--- config.mk ---
export PLATFORM = sky130hd
export DESIGN_NAME = fio_top
export DESIGN_NICKNAME = d
export VERILOG_FILES = /design/src/rtl/fio_top.v
export VERILOG_INCLUDE_DIRS = /design/src /design/src/common
export SDC_FILE = /design/constraint.sdc
export NUM_CORES = 2
export LEC_CHECK = 0
export ABC_AREA = 1
export BUFFER_PORTS_ARGS = -buffer_cell sky130_fd_sc_hd__buf_2
export CORE_AREA = 2 2 369 298
export DETAILED_ROUTE_END_ITERATION = 10
export DIE_AREA = 0 0 371 300
export SLEW_MARGIN = 25
export SYNTH_ARGS = -nofsm -noshare
export SYNTH_HDL_FRONTEND = slang
export SYNTH_SLANG_ARGS = --single-unit
export TNS_END_PERCENT = 5
--- constraint.sdc ---
create_clock -name clk -period 18.48 [get_ports clk]
set_clock_uncertainty 0.2 [all_clocks]
set_input_delay 3.696 -clock clk [delete_from_list [all_inputs] [get_ports clk]]
set_output_delay 3.696 -clock clk [all_outputs]
set_load 0.01 [all_outputs]
--- src/common/fio_regs.vh ---
// register map, field positions, defaults and timing for the field i/o supervisor
// assumes an apb master with 32-bit data and a 250 MHz clock
//
// Summary of operation
// (RL1) watchdog expiry sets fault, disables every output
// (RL2) host must exchange faster than 20 Hz
// (RL3) output writes ignored while fault is set
// (RL4) fault flag is set out of reset
// (RL5) timeout counts milliseconds, zero disables watchdog
// (RL6) timer uses working timeout, stored kept apart
// (RL7) stored values copied to working at power-up
// (RL8) link rate 2.5 Mbaud unless index stored
// (RL9) rate index 0..11 maps to baud table
// (RL10) shorted output disabled and fault raised
// (RL11) over-temperature disables whole chip, raises fault
// (RL12) each driver chip serves eight outputs
// (RL13) 32 digital inputs, 16 outputs
// (RL14) input threshold 60 percent high, 40 low
// (RL15) analog readings 8 bits, full scale 36.3 V
// (RL16) modes 1 to 3 add analog inputs 0..3
// (RL17) mode 3 encoders on inputs 16..19, 2.5 V
// (RL18) encoders count one per cycle
// (RL19) field voltage reported, loss reported; the voltage reads zero in modes 0 and 1
// (RL20) field voltage outside limits raises fault
// (RL21) mode 0 carries digital bits only
// (RL22) faults sticky until cleared, disabled outputs off
// (RL23) host exchange restarts the watchdog period
`ifndef FIO_REGS_VH
`define FIO_REGS_VH

`define FIO_OFS_CTRL        12'h000
`define FIO_OFS_FAULT       12'h004
`define FIO_OFS_OUTPUT      12'h008
`define FIO_OFS_INPUT       12'h00c
`define FIO_OFS_ANALOG      12'h010
`define FIO_OFS_FIELD_V     12'h014
`define FIO_OFS_ENCODER     12'h018
`define FIO_OFS_WD_WORK     12'h01c
`define FIO_OFS_WD_STORED   12'h020
`define FIO_OFS_RATE_STORED 12'h024
`define FIO_OFS_RATE_WORK   12'h028
`define FIO_OFS_UNIT_STORED 12'h02c
`define FIO_OFS_UNIT_WORK   12'h030
`define FIO_OFS_LIMITS      12'h034

`define FIO_FLT_WD      0
`define FIO_FLT_SHORT   1
`define FIO_FLT_OTEMP   2
`define FIO_FLT_RANGE   3
`define FIO_FLT_LOSS    4
`define FIO_FLT_STARTUP 5
`define FIO_FLT_RESET   6'h20

`define FIO_MODE_IO     2'h0
`define FIO_MODE_AIN    2'h1
`define FIO_MODE_AINFV  2'h2
`define FIO_MODE_ENC    2'h3

`define FIO_NV_SEL_WD   2'h0
`define FIO_NV_SEL_RATE 2'h1
`define FIO_NV_SEL_UNIT 2'h2

`define FIO_WD_DEF_MS   16'h0032
`define FIO_RATE_DEF    4'h9
`define FIO_RATE_MAX    4'hb
`define FIO_ENC_THR     8'h12
`define FIO_FV_LO_DEF   8'h23
`define FIO_FV_HI_DEF   8'he0
`define FIO_CHIP_OUTS   8

`define FIO_CLK_NS      4
`define FIO_MS_NS       1000000
`define FIO_MS_CYCLES   (`FIO_MS_NS / `FIO_CLK_NS)

`endif

--- src/rtl/fio_top.v ---
// field i/o supervisor: input scan, output control, watchdog, fault latch, parameters
// assumes synchronous field samples, an eeprom image on nv_*_in and an apb master
`timescale 1ns/1ns
`default_nettype none
`include "fio_regs.vh"

module fio_top #(
  parameter integer MS_CYCLES = `FIO_MS_CYCLES,
  parameter integer N_IN      = 32,
  parameter integer N_OUT     = 16
) (
  input  wire            clk,
  input  wire            reset,
  input  wire            psel,
  input  wire            penable,
  input  wire            pwrite,
  input  wire [11:0]     paddr,
  input  wire [31:0]     pwdata,
  output reg  [31:0]     prdata,
  output reg             pready,
  output reg             pslverr,
  input  wire [8*N_IN-1:0] adc_in,
  input  wire [7:0]      field_v_in,
  input  wire            field_loss_in,
  input  wire [N_OUT-1:0] drv_short_in,
  input  wire [1:0]      drv_otw_in,
  input  wire [15:0]     nv_timeout_ms_in,
  input  wire [3:0]      nv_rate_in,
  input  wire [31:0]     nv_unit_in,
  output reg  [N_OUT-1:0] field_out_q,
  output reg  [23:0]     link_baud_q,
  output reg             fault_led_q,
  output reg             nv_wr_q,
  output reg  [1:0]      nv_wr_sel_q,
  output reg  [31:0]     nv_wr_data_q
);

  ////////////////////////////////////////////////////////////////////////////
  // functions

  function [23:0] rate_baud; // RL9
    input [3:0] idx;
    begin
      case (idx)
        4'h0: rate_baud = 24'd9600;
        4'h1: rate_baud = 24'd19200;
        4'h2: rate_baud = 24'd38400;
        4'h3: rate_baud = 24'd57600;
        4'h4: rate_baud = 24'd115200;
        4'h5: rate_baud = 24'd230400;
        4'h6: rate_baud = 24'd460800;
        4'h7: rate_baud = 24'd921600;
        4'h8: rate_baud = 24'd1250000;
        4'ha: rate_baud = 24'd5000000;
        4'hb: rate_baud = 24'd10000000;
        default: rate_baud = 24'd2500000; // RL8
      endcase
    end
  endfunction

  // schmitt decision: high above hi, low below lo, else hold
  function hyst;
    input       cur;
    input [7:0] v;
    input [7:0] hi;
    input [7:0] lo;
    begin
      if (v > hi)
        hyst = 1'b1;
      else if (v < lo)
        hyst = 1'b0;
      else
        hyst = cur;
    end
  endfunction

  // 1x quadrature step: b low counts up, b high counts down
  function [15:0] enc_next;
    input [15:0] cnt;
    input        dir;
    begin
      if (dir)
        enc_next = cnt - 16'h0001;
      else
        enc_next = cnt + 16'h0001;
    end
  endfunction

  ////////////////////////////////////////////////////////////////////////////
  // state

  reg  [1:0]       mode_q;
  reg  [5:0]       fault_q;
  reg  [N_OUT-1:0] out_req_q;
  reg  [N_OUT-1:0] short_mask_q;
  reg  [1:0]       chip_mask_q;
  reg  [N_IN-1:0]  din_q;
  reg  [15:0]      wd_work_q;
  reg  [15:0]      wd_stored_q;
  reg  [3:0]       rate_stored_q;
  reg  [3:0]       rate_work_q;
  reg  [31:0]      unit_stored_q;
  reg  [31:0]      unit_work_q;
  reg  [7:0]       fv_lo_q;
  reg  [7:0]       fv_hi_q;
  reg              load_q;
  reg  [31:0]      pre_q;
  reg  [15:0]      ms_q;
  reg  [15:0]      enc0_q;
  reg  [15:0]      enc1_q;
  reg              enc0_a_q;
  reg              enc1_a_q;

  wire             fault_any = |fault_q;
  wire             acc       = psel & penable & pready;
  wire             wr        = acc & pwrite;
  // thresholds at 60 and 40 percent of field supply
  wire [9:0]       fv_x1     = {2'h0, field_v_in};
  wire [9:0]       fv_x2     = {1'h0, field_v_in, 1'h0};
  wire [9:0]       fv_x3     = fv_x2 + fv_x1;
  wire [9:0]       thr_hi    = fv_x3 / 10'd5; // RL14
  wire [9:0]       thr_lo    = fv_x2 / 10'd5; // RL14
  wire             enc_mode  = (mode_q == `FIO_MODE_ENC);
  wire             has_ain   = (mode_q != `FIO_MODE_IO); // RL16 RL21
  wire             has_fv    = (mode_q == `FIO_MODE_AINFV) || enc_mode; // RL19
  wire             exch      = acc && ((paddr == `FIO_OFS_OUTPUT) || (paddr == `FIO_OFS_INPUT));
  wire             wd_fire   = (wd_work_q != 16'h0000) && (ms_q >= wd_work_q); // RL5
  wire             fv_bad    = (field_v_in > fv_hi_q) || (field_v_in < fv_lo_q); // RL20
  wire [N_OUT-1:0] chip_off  = {{`FIO_CHIP_OUTS{chip_mask_q[1]}},
                                {`FIO_CHIP_OUTS{chip_mask_q[0]}}}; // RL12
  wire             clr_flt   = wr && (paddr == `FIO_OFS_FAULT);
  wire             wd_hold   = exch || (wd_work_q == 16'h0000); // RL23 RL5
  wire             ms_tick   = (pre_q == MS_CYCLES - 1);
  wire             enc0_step = enc_mode && din_q[16] && !enc0_a_q; // RL18
  wire             enc1_step = enc_mode && din_q[18] && !enc1_a_q; // RL18
  wire             nv_ok     = wr && !load_q;
  // chip mask kept visible beside the short mask
  wire [31:0]      flt_word  = {6'h00, chip_mask_q, short_mask_q[15:0], 2'h0, fault_q};

  ////////////////////////////////////////////////////////////////////////////
  // input scan with hysteresis; encoder lines use a fixed threshold in mode 3

  reg [N_IN-1:0] din_d;
  integer        i;
  always @* begin
    din_d = din_q;
    for (i = 0; i < N_IN; i = i + 1) begin
      if (enc_mode && i >= 16 && i <= 19)
        din_d[i] = (adc_in[8*i +: 8] >= `FIO_ENC_THR); // RL17
      else
        din_d[i] = hyst(din_q[i], adc_in[8*i +: 8], thr_hi[7:0], thr_lo[7:0]); // RL14
    end
  end

  always @(posedge clk or posedge reset) begin
    if (reset) begin
      din_q    <= {N_IN{1'b0}};
      enc0_q   <= 16'h0000;
      enc1_q   <= 16'h0000;
      enc0_a_q <= 1'b0;
      enc1_a_q <= 1'b0;
    end else begin
      din_q    <= din_d; // RL13
      enc0_a_q <= din_q[16];
      enc1_a_q <= din_q[18];
      // 1x: one count per a rising edge, b sets direction
      if (enc0_step)
        enc0_q <= enc_next(enc0_q, din_q[17]); // RL18
      if (enc1_step)
        enc1_q <= enc_next(enc1_q, din_q[19]); // RL18
    end
  end

  ////////////////////////////////////////////////////////////////////////////
  // watchdog: millisecond prescaler and count

  always @(posedge clk or posedge reset) begin
    if (reset) begin
      pre_q <= 32'h0000_0000;
      ms_q  <= 16'h0000;
    end else if (wd_hold) begin // RL23 RL5
      pre_q <= 32'h0000_0000;
      ms_q  <= 16'h0000;
    end else if (ms_tick) begin // RL5
      pre_q <= 32'h0000_0000;
      if (!wd_fire)
        ms_q <= ms_q + 16'h0001;
    end else begin
      pre_q <= pre_q + 32'h0000_0001;
    end
  end

  ////////////////////////////////////////////////////////////////////////////
  // faults and output control; a new cause wins over a clear in the same cycle

  reg [5:0] flt_set;
  always @* begin
    flt_set                   = 6'h00;
    flt_set[`FIO_FLT_WD]      = wd_fire; // RL1
    flt_set[`FIO_FLT_SHORT]   = |(drv_short_in & field_out_q); // RL10
    flt_set[`FIO_FLT_OTEMP]   = |drv_otw_in; // RL11
    flt_set[`FIO_FLT_RANGE]   = fv_bad; // RL20
    flt_set[`FIO_FLT_LOSS]    = field_loss_in; // RL19
  end

  always @(posedge clk or posedge reset) begin
    if (reset) begin
      fault_q      <= `FIO_FLT_RESET; // RL4
      out_req_q    <= {N_OUT{1'b0}};
      short_mask_q <= {N_OUT{1'b0}};
      chip_mask_q  <= 2'h0;
      field_out_q  <= {N_OUT{1'b0}};
      fault_led_q  <= 1'b1;
    end else begin
      if (clr_flt)
        fault_q <= (fault_q & ~pwdata[5:0]) | flt_set; // RL22
      else
        fault_q <= fault_q | flt_set; // RL22
      if (clr_flt && pwdata[`FIO_FLT_SHORT])
        short_mask_q <= drv_short_in & field_out_q;
      else
        short_mask_q <= short_mask_q | (drv_short_in & field_out_q); // RL10
      if (clr_flt && pwdata[`FIO_FLT_OTEMP])
        chip_mask_q <= drv_otw_in;
      else
        chip_mask_q <= chip_mask_q | drv_otw_in; // RL11
      if (wd_fire)
        out_req_q <= {N_OUT{1'b0}}; // RL1
      else if (wr && paddr == `FIO_OFS_OUTPUT && !fault_any)
        out_req_q <= pwdata[N_OUT-1:0]; // RL3
      // whole-set shutdown while watchdog or startup fault stands
      if (fault_q[`FIO_FLT_WD] || fault_q[`FIO_FLT_STARTUP])
        field_out_q <= {N_OUT{1'b0}}; // RL1
      else
        field_out_q <= out_req_q & ~short_mask_q & ~chip_off; // RL22 RL12
      fault_led_q <= fault_any;
    end
  end

  ////////////////////////////////////////////////////////////////////////////
  // parameters: stored image and working copies

  always @(posedge clk or posedge reset) begin
    if (reset) begin
      load_q        <= 1'b1;
      mode_q        <= `FIO_MODE_IO;
      wd_work_q     <= `FIO_WD_DEF_MS;
      wd_stored_q   <= `FIO_WD_DEF_MS;
      rate_work_q   <= `FIO_RATE_DEF;
      rate_stored_q <= `FIO_RATE_DEF;
      unit_work_q   <= 32'h0000_0000;
      unit_stored_q <= 32'h0000_0000;
      fv_lo_q       <= `FIO_FV_LO_DEF;
      fv_hi_q       <= `FIO_FV_HI_DEF;
      link_baud_q   <= 24'd2500000;
    end else begin
      link_baud_q <= rate_baud(rate_work_q); // RL8 RL9
      if (load_q) begin
        // first cycle after power-up: image into stored and working
        load_q        <= 1'b0;
        wd_stored_q   <= nv_timeout_ms_in;
        wd_work_q     <= nv_timeout_ms_in; // RL7
        rate_stored_q <= nv_rate_in;
        rate_work_q   <= (nv_rate_in > `FIO_RATE_MAX) ? `FIO_RATE_DEF : nv_rate_in; // RL7 RL8
        unit_stored_q <= nv_unit_in;
        unit_work_q   <= nv_unit_in; // RL7
      end else if (wr) begin
        if (paddr == `FIO_OFS_CTRL) begin
          mode_q <= pwdata[1:0];
        end else if (paddr == `FIO_OFS_WD_WORK) begin
          wd_work_q <= pwdata[15:0]; // RL6
        end else if (paddr == `FIO_OFS_WD_STORED) begin
          // stored only; working value untouched until next power-up
          wd_stored_q  <= pwdata[15:0]; // RL6 RL7
        end else if (paddr == `FIO_OFS_RATE_STORED) begin
          rate_stored_q <= pwdata[3:0]; // RL7
        end else if (paddr == `FIO_OFS_UNIT_STORED) begin
          unit_stored_q <= pwdata; // RL7
        end else if (paddr == `FIO_OFS_UNIT_WORK) begin
          unit_work_q <= pwdata;
        end else if (paddr == `FIO_OFS_LIMITS) begin
          fv_lo_q <= pwdata[7:0];
          fv_hi_q <= pwdata[15:8];
        end
      end
    end
  end

  ////////////////////////////////////////////////////////////////////////////
  // stored-parameter write port: one strobe per accepted write
  // working copies stay as they are until the next power-up reload

  always @(posedge clk or posedge reset) begin
    if (reset) begin
      nv_wr_q      <= 1'b0;
      nv_wr_sel_q  <= `FIO_NV_SEL_WD;
      nv_wr_data_q <= 32'h0000_0000;
    end else begin
      nv_wr_q <= 1'b0;
      if (nv_ok && paddr == `FIO_OFS_WD_STORED) begin
        nv_wr_q      <= 1'b1; // RL7
        nv_wr_sel_q  <= `FIO_NV_SEL_WD;
        nv_wr_data_q <= {16'h0000, pwdata[15:0]};
      end else if (nv_ok && paddr == `FIO_OFS_RATE_STORED) begin
        nv_wr_q      <= 1'b1; // RL7
        nv_wr_sel_q  <= `FIO_NV_SEL_RATE;
        nv_wr_data_q <= {28'h0000000, pwdata[3:0]};
      end else if (nv_ok && paddr == `FIO_OFS_UNIT_STORED) begin
        nv_wr_q      <= 1'b1; // RL7
        nv_wr_sel_q  <= `FIO_NV_SEL_UNIT;
        nv_wr_data_q <= pwdata;
      end
    end
  end

  ////////////////////////////////////////////////////////////////////////////
  // apb slave: one wait state, read data latched with pready

  reg [31:0] rd_d;
  reg        err_d;
  always @* begin
    rd_d  = 32'h0000_0000;
    err_d = 1'b0;
    if (paddr == `FIO_OFS_CTRL)
      rd_d = {30'h0, mode_q};
    else if (paddr == `FIO_OFS_FAULT)
      rd_d = flt_word; // RL22
    else if (paddr == `FIO_OFS_OUTPUT)
      rd_d = {{(32-N_OUT){1'b0}}, out_req_q};
    else if (paddr == `FIO_OFS_INPUT)
      rd_d = din_q; // RL13
    else if (paddr == `FIO_OFS_ANALOG)
      rd_d = has_ain ? adc_in[31:0] : 32'h0000_0000; // RL15 RL16 RL21
    else if (paddr == `FIO_OFS_FIELD_V)
      rd_d = {23'h0, field_loss_in, has_fv ? field_v_in : 8'h00}; // RL19
    else if (paddr == `FIO_OFS_ENCODER)
      rd_d = enc_mode ? {enc1_q, enc0_q} : 32'h0000_0000; // RL17
    else if (paddr == `FIO_OFS_WD_WORK)
      rd_d = {16'h0000, wd_work_q};
    else if (paddr == `FIO_OFS_WD_STORED)
      rd_d = {16'h0000, wd_stored_q};
    else if (paddr == `FIO_OFS_RATE_STORED)
      rd_d = {28'h0000000, rate_stored_q};
    else if (paddr == `FIO_OFS_RATE_WORK)
      rd_d = {rate_work_q, 4'h0, link_baud_q};
    else if (paddr == `FIO_OFS_UNIT_STORED)
      rd_d = unit_stored_q;
    else if (paddr == `FIO_OFS_UNIT_WORK)
      rd_d = unit_work_q;
    else if (paddr == `FIO_OFS_LIMITS)
      rd_d = {16'h0000, fv_hi_q, fv_lo_q};
    else
      err_d = 1'b1;
  end

  always @(posedge clk or posedge reset) begin
    if (reset) begin
      pready  <= 1'b0;
      pslverr <= 1'b0;
      prdata  <= 32'h0000_0000;
    end else if (psel && penable && !pready) begin
      pready  <= 1'b1;
      pslverr <= err_d;
      prdata  <= pwrite ? 32'h0000_0000 : rd_d;
    end else begin
      pready  <= 1'b0;
      pslverr <= 1'b0;
    end
  end

endmodule
`default_nettype wire

* Word level (Yosys, flattened, before mapping)
Memory sizes are Yosys's and may differ from the RTL's. A register that Yosys moved wholly into a read port is not among the register bits.
Cells that the tools add are included.
** Cells by class
- Add/subtract/negate cells :: 7
- $lt $le $gt $ge :: 72
- Muxes and demuxes :: 155
- Eq/ne operators :: 22
- Bitwise gates (word level) :: 21
- Reductions and logical operators :: 83
- Div/mod/pow operators :: 2
** Operator list (count)
- $mux 32 :: 36
- $mux 16 :: 19
- $gt 8x8->1 :: 33
- $lt 8x8->1 :: 33
- $mux 1 :: 87
- $reduce_bool 2->1 :: 37
- $eq 12x6->1 const B :: 6
- $add 16x1->16 const B :: 3
- $and 16x16->16 :: 3
- $eq 12x5->1 const B :: 4
- $add 32x1->32 const B :: 1
- $eq 32x18->1 const B :: 1
- $ge 8x5->1 const B :: 4
- $not 16->16 :: 2
- $sub 16x1->16 const B :: 2
- $mux 4 :: 7
- $eq 12x4->1 const B :: 2
- $logic_and 1x1->1 :: 17
- $ge 16x16->1 :: 1
- $logic_not 16->1 :: 1
- $or 16x16->16 :: 1
- $reduce_bool 16->1 :: 1
- $reduce_or 16->1 :: 1
- $reduce_bool 3->1 :: 5
- other kinds (29) :: 55
** Storage, ports and cells
- Bits in read-only memories :: 320
- Memories kept :: 1
- Word-level logic and storage cells :: 424
- Register bits :: 387
** Memories
- (no name shown) :: words 16, width 20, read ports 1, clocked after memory_dff 1, wr ports 0, RTL line fio_top.v:44 : case (idx)

* Logic depth before layout (Yosys ltp)
- Depth in word-level cells :: 16
- Gate-level depth with buffers :: 57
- Depth with buffers taken out :: 56

* Least setup slack after synthesis
Ideal clock, no wire load.
- Path type :: input to register
- Start point :: input port field_v_in[0]
- End point :: register din_q[16]
- Slack :: 7002 ps
- Required time :: 18152 ps
- Arrival :: 11151 ps
- Cell stages on the path :: 49
- Path through :: ha_1 > fa_1 > nand3_1 > nand2_1 > a21oi_1 > o21bai_1 > xor2_1 > a21oi_1 > nand2_1 > nand3_1 > nand2_1 > o21ai_0 > nand2_1 > a22oi_1 > inv_1 > nand2_1 > nand2_1 > xor2_1 > [... 13 more ...] > inv_1 > ha_1 > nand3b_1 > nand2_1 > nor2_1 > nor2_1 > nor2_1 > nand3_1 > ha_1 > inv_1 > a21oi_1 > o21a_1 > o221ai_1 > o21ai_0 > nand2_1 > nor2_1 > nand2_1 > nand2_1
** Between the ends
- Longest elaborated chain between the ends :: 5
- Elaborated cells on any way between the ends :: 8
** Ends and longest elaborated chain
- start: declaration :: RTL line fio_top.v:23 : input wire [7:0] field_v_in,
- $add 9x8->10 :: RTL line fio_top.v:120 : wire [9:0] fv_x3 = fv_x2 + fv_x1;
- $div 10x3->10 :: RTL line fio_top.v:121 : wire [9:0] thr_hi = fv_x3 / 10'd5;
- $gt 8x8->1 :: RTL line fio_top.v:68 : if (v > hi)
- $mux 1 :: RTL line fio_top.v:68
- $mux 1 :: RTL line fio_top.v:148 : if (enc_mode && i >= 16 && i <= 19)
- end signal: assignment :: RTL line fio_top.v:157 : din_q <= {N_IN{1'b0}};
- end signal: assignment :: RTL line fio_top.v:163 : din_q <= din_d;
- end: declaration :: RTL line fio_top.v:97 : reg [N_IN-1:0] din_q;
Several ways; a longest one is shown, not always the timed one.
A chain may end at the register's enable or synchronous reset.

* Worst setup path after layout
- Start point :: input port field_v_in[0]
- End point :: register din_q[18]
Same word-level chain as after synthesis.

==> reports/metrics.yaml <==
route:
  firstDrtPassIters: 5
  totalWireLength_um: 131000
  routed_via_density: 5.20
  route.detailed.wl_per_inst_um: 21.2
  drc: 0
  drt-initial-drc-count: 2777
  vias: 32100
  final_antenna_net_count: 0
timing:
  slew_viol_final: 0
  fin_crit_sh: 0.614
  final_hold_viol_count: 0
  relSlewSlack: 0.286
  final-setup-viol-count: 0
  rsz0062_at_grt: "false"
  final.setup.tns_ns: 0
  worst_pin_slew_ns: 1.07
  period_minus_slack_ns: 11.35
  hold-worst-slack_ns: 0.194
  fmax_mhz: 88.1
  finalWorstSetupSlack_ns: 7.13
layout:
  drive_gt1_frac: 0.158
  final_common_cell: "nand2_1"
  final.fill_count: 11300
  final_cell_count_no_fill: 6181
  final_util: 0.354
  final_cell_mix: "928 x nand2_1, 542 x ha_1, 538 x inv_1, 489 x buf_2, 356 x dfrtp_1"
  stdcell_area_mm2: 0.0382
  syn_to_final_growth_pct: 18.7
  fin_nets: 5622
global_routing:
  grt_usage: 0.229
  grt_max_degree: 76
  grt_pass1_vias: 30300
  grt_overflow_total: 0
  grt_pass1_wl_um: 192000
  antenna_found_initial: 36
clocking:
  clock-sinks: 382
  cts_setup_buffers: 0
  path_clk_slew_ns: 0.05
  htreeDepth: 2
  cts_buffer_depth: 3
  ctsResizeCount: 0
  clk_latency_ns: 0.62
  cts_tree: "built"
  ctsRootBufferMaster: "clkbuf_16"
  cts_hold_buf: 0
  cts_buffers: 48
worst_setup_path:
  r2r_setup_slack_ns: 13.29
  crit_type: "in -> reg"
  rr_worst_depth: 27
  start_kind: "input port"
  cp.arrival_ns: 11.62
  worst_path_max_delay_cell: "buf_4"
  max_stage_delay_ns: 0.57
  worstReg2RegEnd: "ms_q[15]"
  cp_common_cell: "nand2_1"
  r2r_start: "wd_work_q[1]"
  critical_path.startpoint: "field_v_in[0]"
  crit_path_max_fanout: 34
  endpoint_kind: "register"
  critPathRequiredTime_ns: 18.75
synth:
  seq_area_frac_synth: 0.299
  synth_enable_flop_cells: 0
  synthSimpleGateAreaFrac: 0.219
  synth_ff_type: "dfrtp_1"
  synth_compound_area_frac: 0.174
  synth_cells: 4200
  ys_ff_latch: 382
  synthXorXnorAreaFrac: 0.0106
  async_reset_ff_frac: 1.00
  synth_cell_types: 65
  syn_area_mm2: 0.0321
  synth_top_family_by_area: "simple AND/OR/NAND/NOR gates"
  synthMuxAreaShare: 0.00491
  avgSynthCellArea_um2: 7.65
  yosys_warnings: 0
  yosys.area_share.adder: 0.213
placement:
  port_buffers: 489
  routabilityCongestion: 0.933
  dp_cells: 6073
  placed_cell_area_mm2: 0.0364
  place_ws_ns: 6.71
  place_hpwl_um: 101000
flow_run:
  drv_cap: 0
worst_hold_path:
  hold_depth: 0
  hold_path.class: "reg -> reg"
  hold_path_end: "enc1_a_q"
  hold_start: "din_q[18]"
pwr:
  switching_share: 0.463
  p_sw_mw: 2.08
  p_total_mw: 4.50
  p_comb_frac: 0.559
  clkPwrFrac: 0.225
  peakVddDrop_mv: 0.174
  p_per_area_mw_per_mm2: 118
  power.leakage_nw: 19.7
  seqPwrFrac: 0.216
  p_int_mw: 2.42
die:
  num_io_pins: 494
  core_mm2: 0.108
  die_x_um: 371
  die_area_mm2: 0.111
  dieHeight_um: 300
  start_util: 0.298
  num_rows: 108
run_status:
  status: "finished, final reports clean"
## cells by family (layout without fill, tap and decap cells)
kind of cell	Yosys count	in the layout
simple gates	1629	1629
compound gates	916	916
buf+inv	674	1203
fa+ha+maj	545	545
flops	382	382
xor+xnor	39	39
mux	14	14
other cells	1	23
## sequential cells by signal, summed over array words and instances, names as in the netlist, 8 cells and up
signal         count
ms_q              16
enc0_q            16
fv_hi_q            8
out_req_q         16
nv_wr_data_q      32
unit_stored_q     32
fv_lo_q            8
enc1_q            16
link_baud_q       19
prdata            32
pre_q             32
wd_stored_q       16
wd_work_q         16
field_out_q       16
unit_work_q       32
din_q             32
short_mask_q      16
## worst max path at each step
stage / to / depth (start not counted) / slack [ns]
after floorplan: chip_mask_q[0] / 1 / 4.01
after global placement: din_q[19] / 52 / 6.92
after detailed placement: din_q[18] / 52 / 6.71
after CTS: din_q[18] / 52 / 7.31
after global routing: din_q[18] / 53 / 6.35
final: din_q[18] / 52 / 7.13
## power groups by stage
| stage | Clock [mW] | Sequential (mW) | Combinational [mW] |
|---|---|---|---|
| after floorplan | 0 | 0.956 | 1.71 |
| after global placement | 0 | 0.986 | 2.41 |
| after detailed placement | 0 | 0.986 | 2.49 |
| after CTS | 1.03 | 0.972 | 2.51 |
| after global routing | 1.06 | 0.979 | 2.88 |
| final | 1.01 | 0.972 | 2.52 |
## synthesized netlist by cell type, drive strengths merged, types with 16 or more instances
library cell  number  area, µm²
nor3              87        435
o221ai            61        534
nor3b             24        180
dfrtp            356       8910
o211ai            16        120
o21a              51        383
o21ai            310       1550
o22ai             23        144
ha               542       6780
a211oi            16        120
nand2            954       3670
o31ai             32        240
clkbuf            91        342
a2111oi           20        175
nor2             277       1080
a31oi             45        282
xor2              28        245
inv              564       2120
nand4             76        490
nor4              20        125
dfstp             26        683
a21oi            259       1300
nand3            169        913
## final cells by class
cell class | instances | area [µm²] | share of cell area
clock inverter | 20 | 289 | 0.00758
tap | 1430 | 1790 | 0.0469
clock buffer | 70 | 1380 | 0.0363
inverter | 574 | 2160 | 0.0567
sequential | 382 | 9590 | 0.251
timing repair buffer | 539 | 2830 | 0.0743
antenna | 18 | 45.0 | 0.00118
multi-input combinational | 3148 | 20100 | 0.526
## critical path: cells and delay by family
| kind | cells | cell delay (ns) |
|---|---|---|
| xor+xnor | 2 | 0.51 |
| simple gates | 31 | 3.45 |
| buf+inv | 6 | 1.37 |
| fa+ha+maj | 4 | 1.10 |
| compound gates | 9 | 1.44 |
## metal layers
layer,wire length [µm],global-route usage
met5,137,0
met4,5910,0.0955
met3,9300,0.0413
met2,58000,0.357
met1,57900,0.311
No activity file was read; power rests on OpenSTA's default activity.
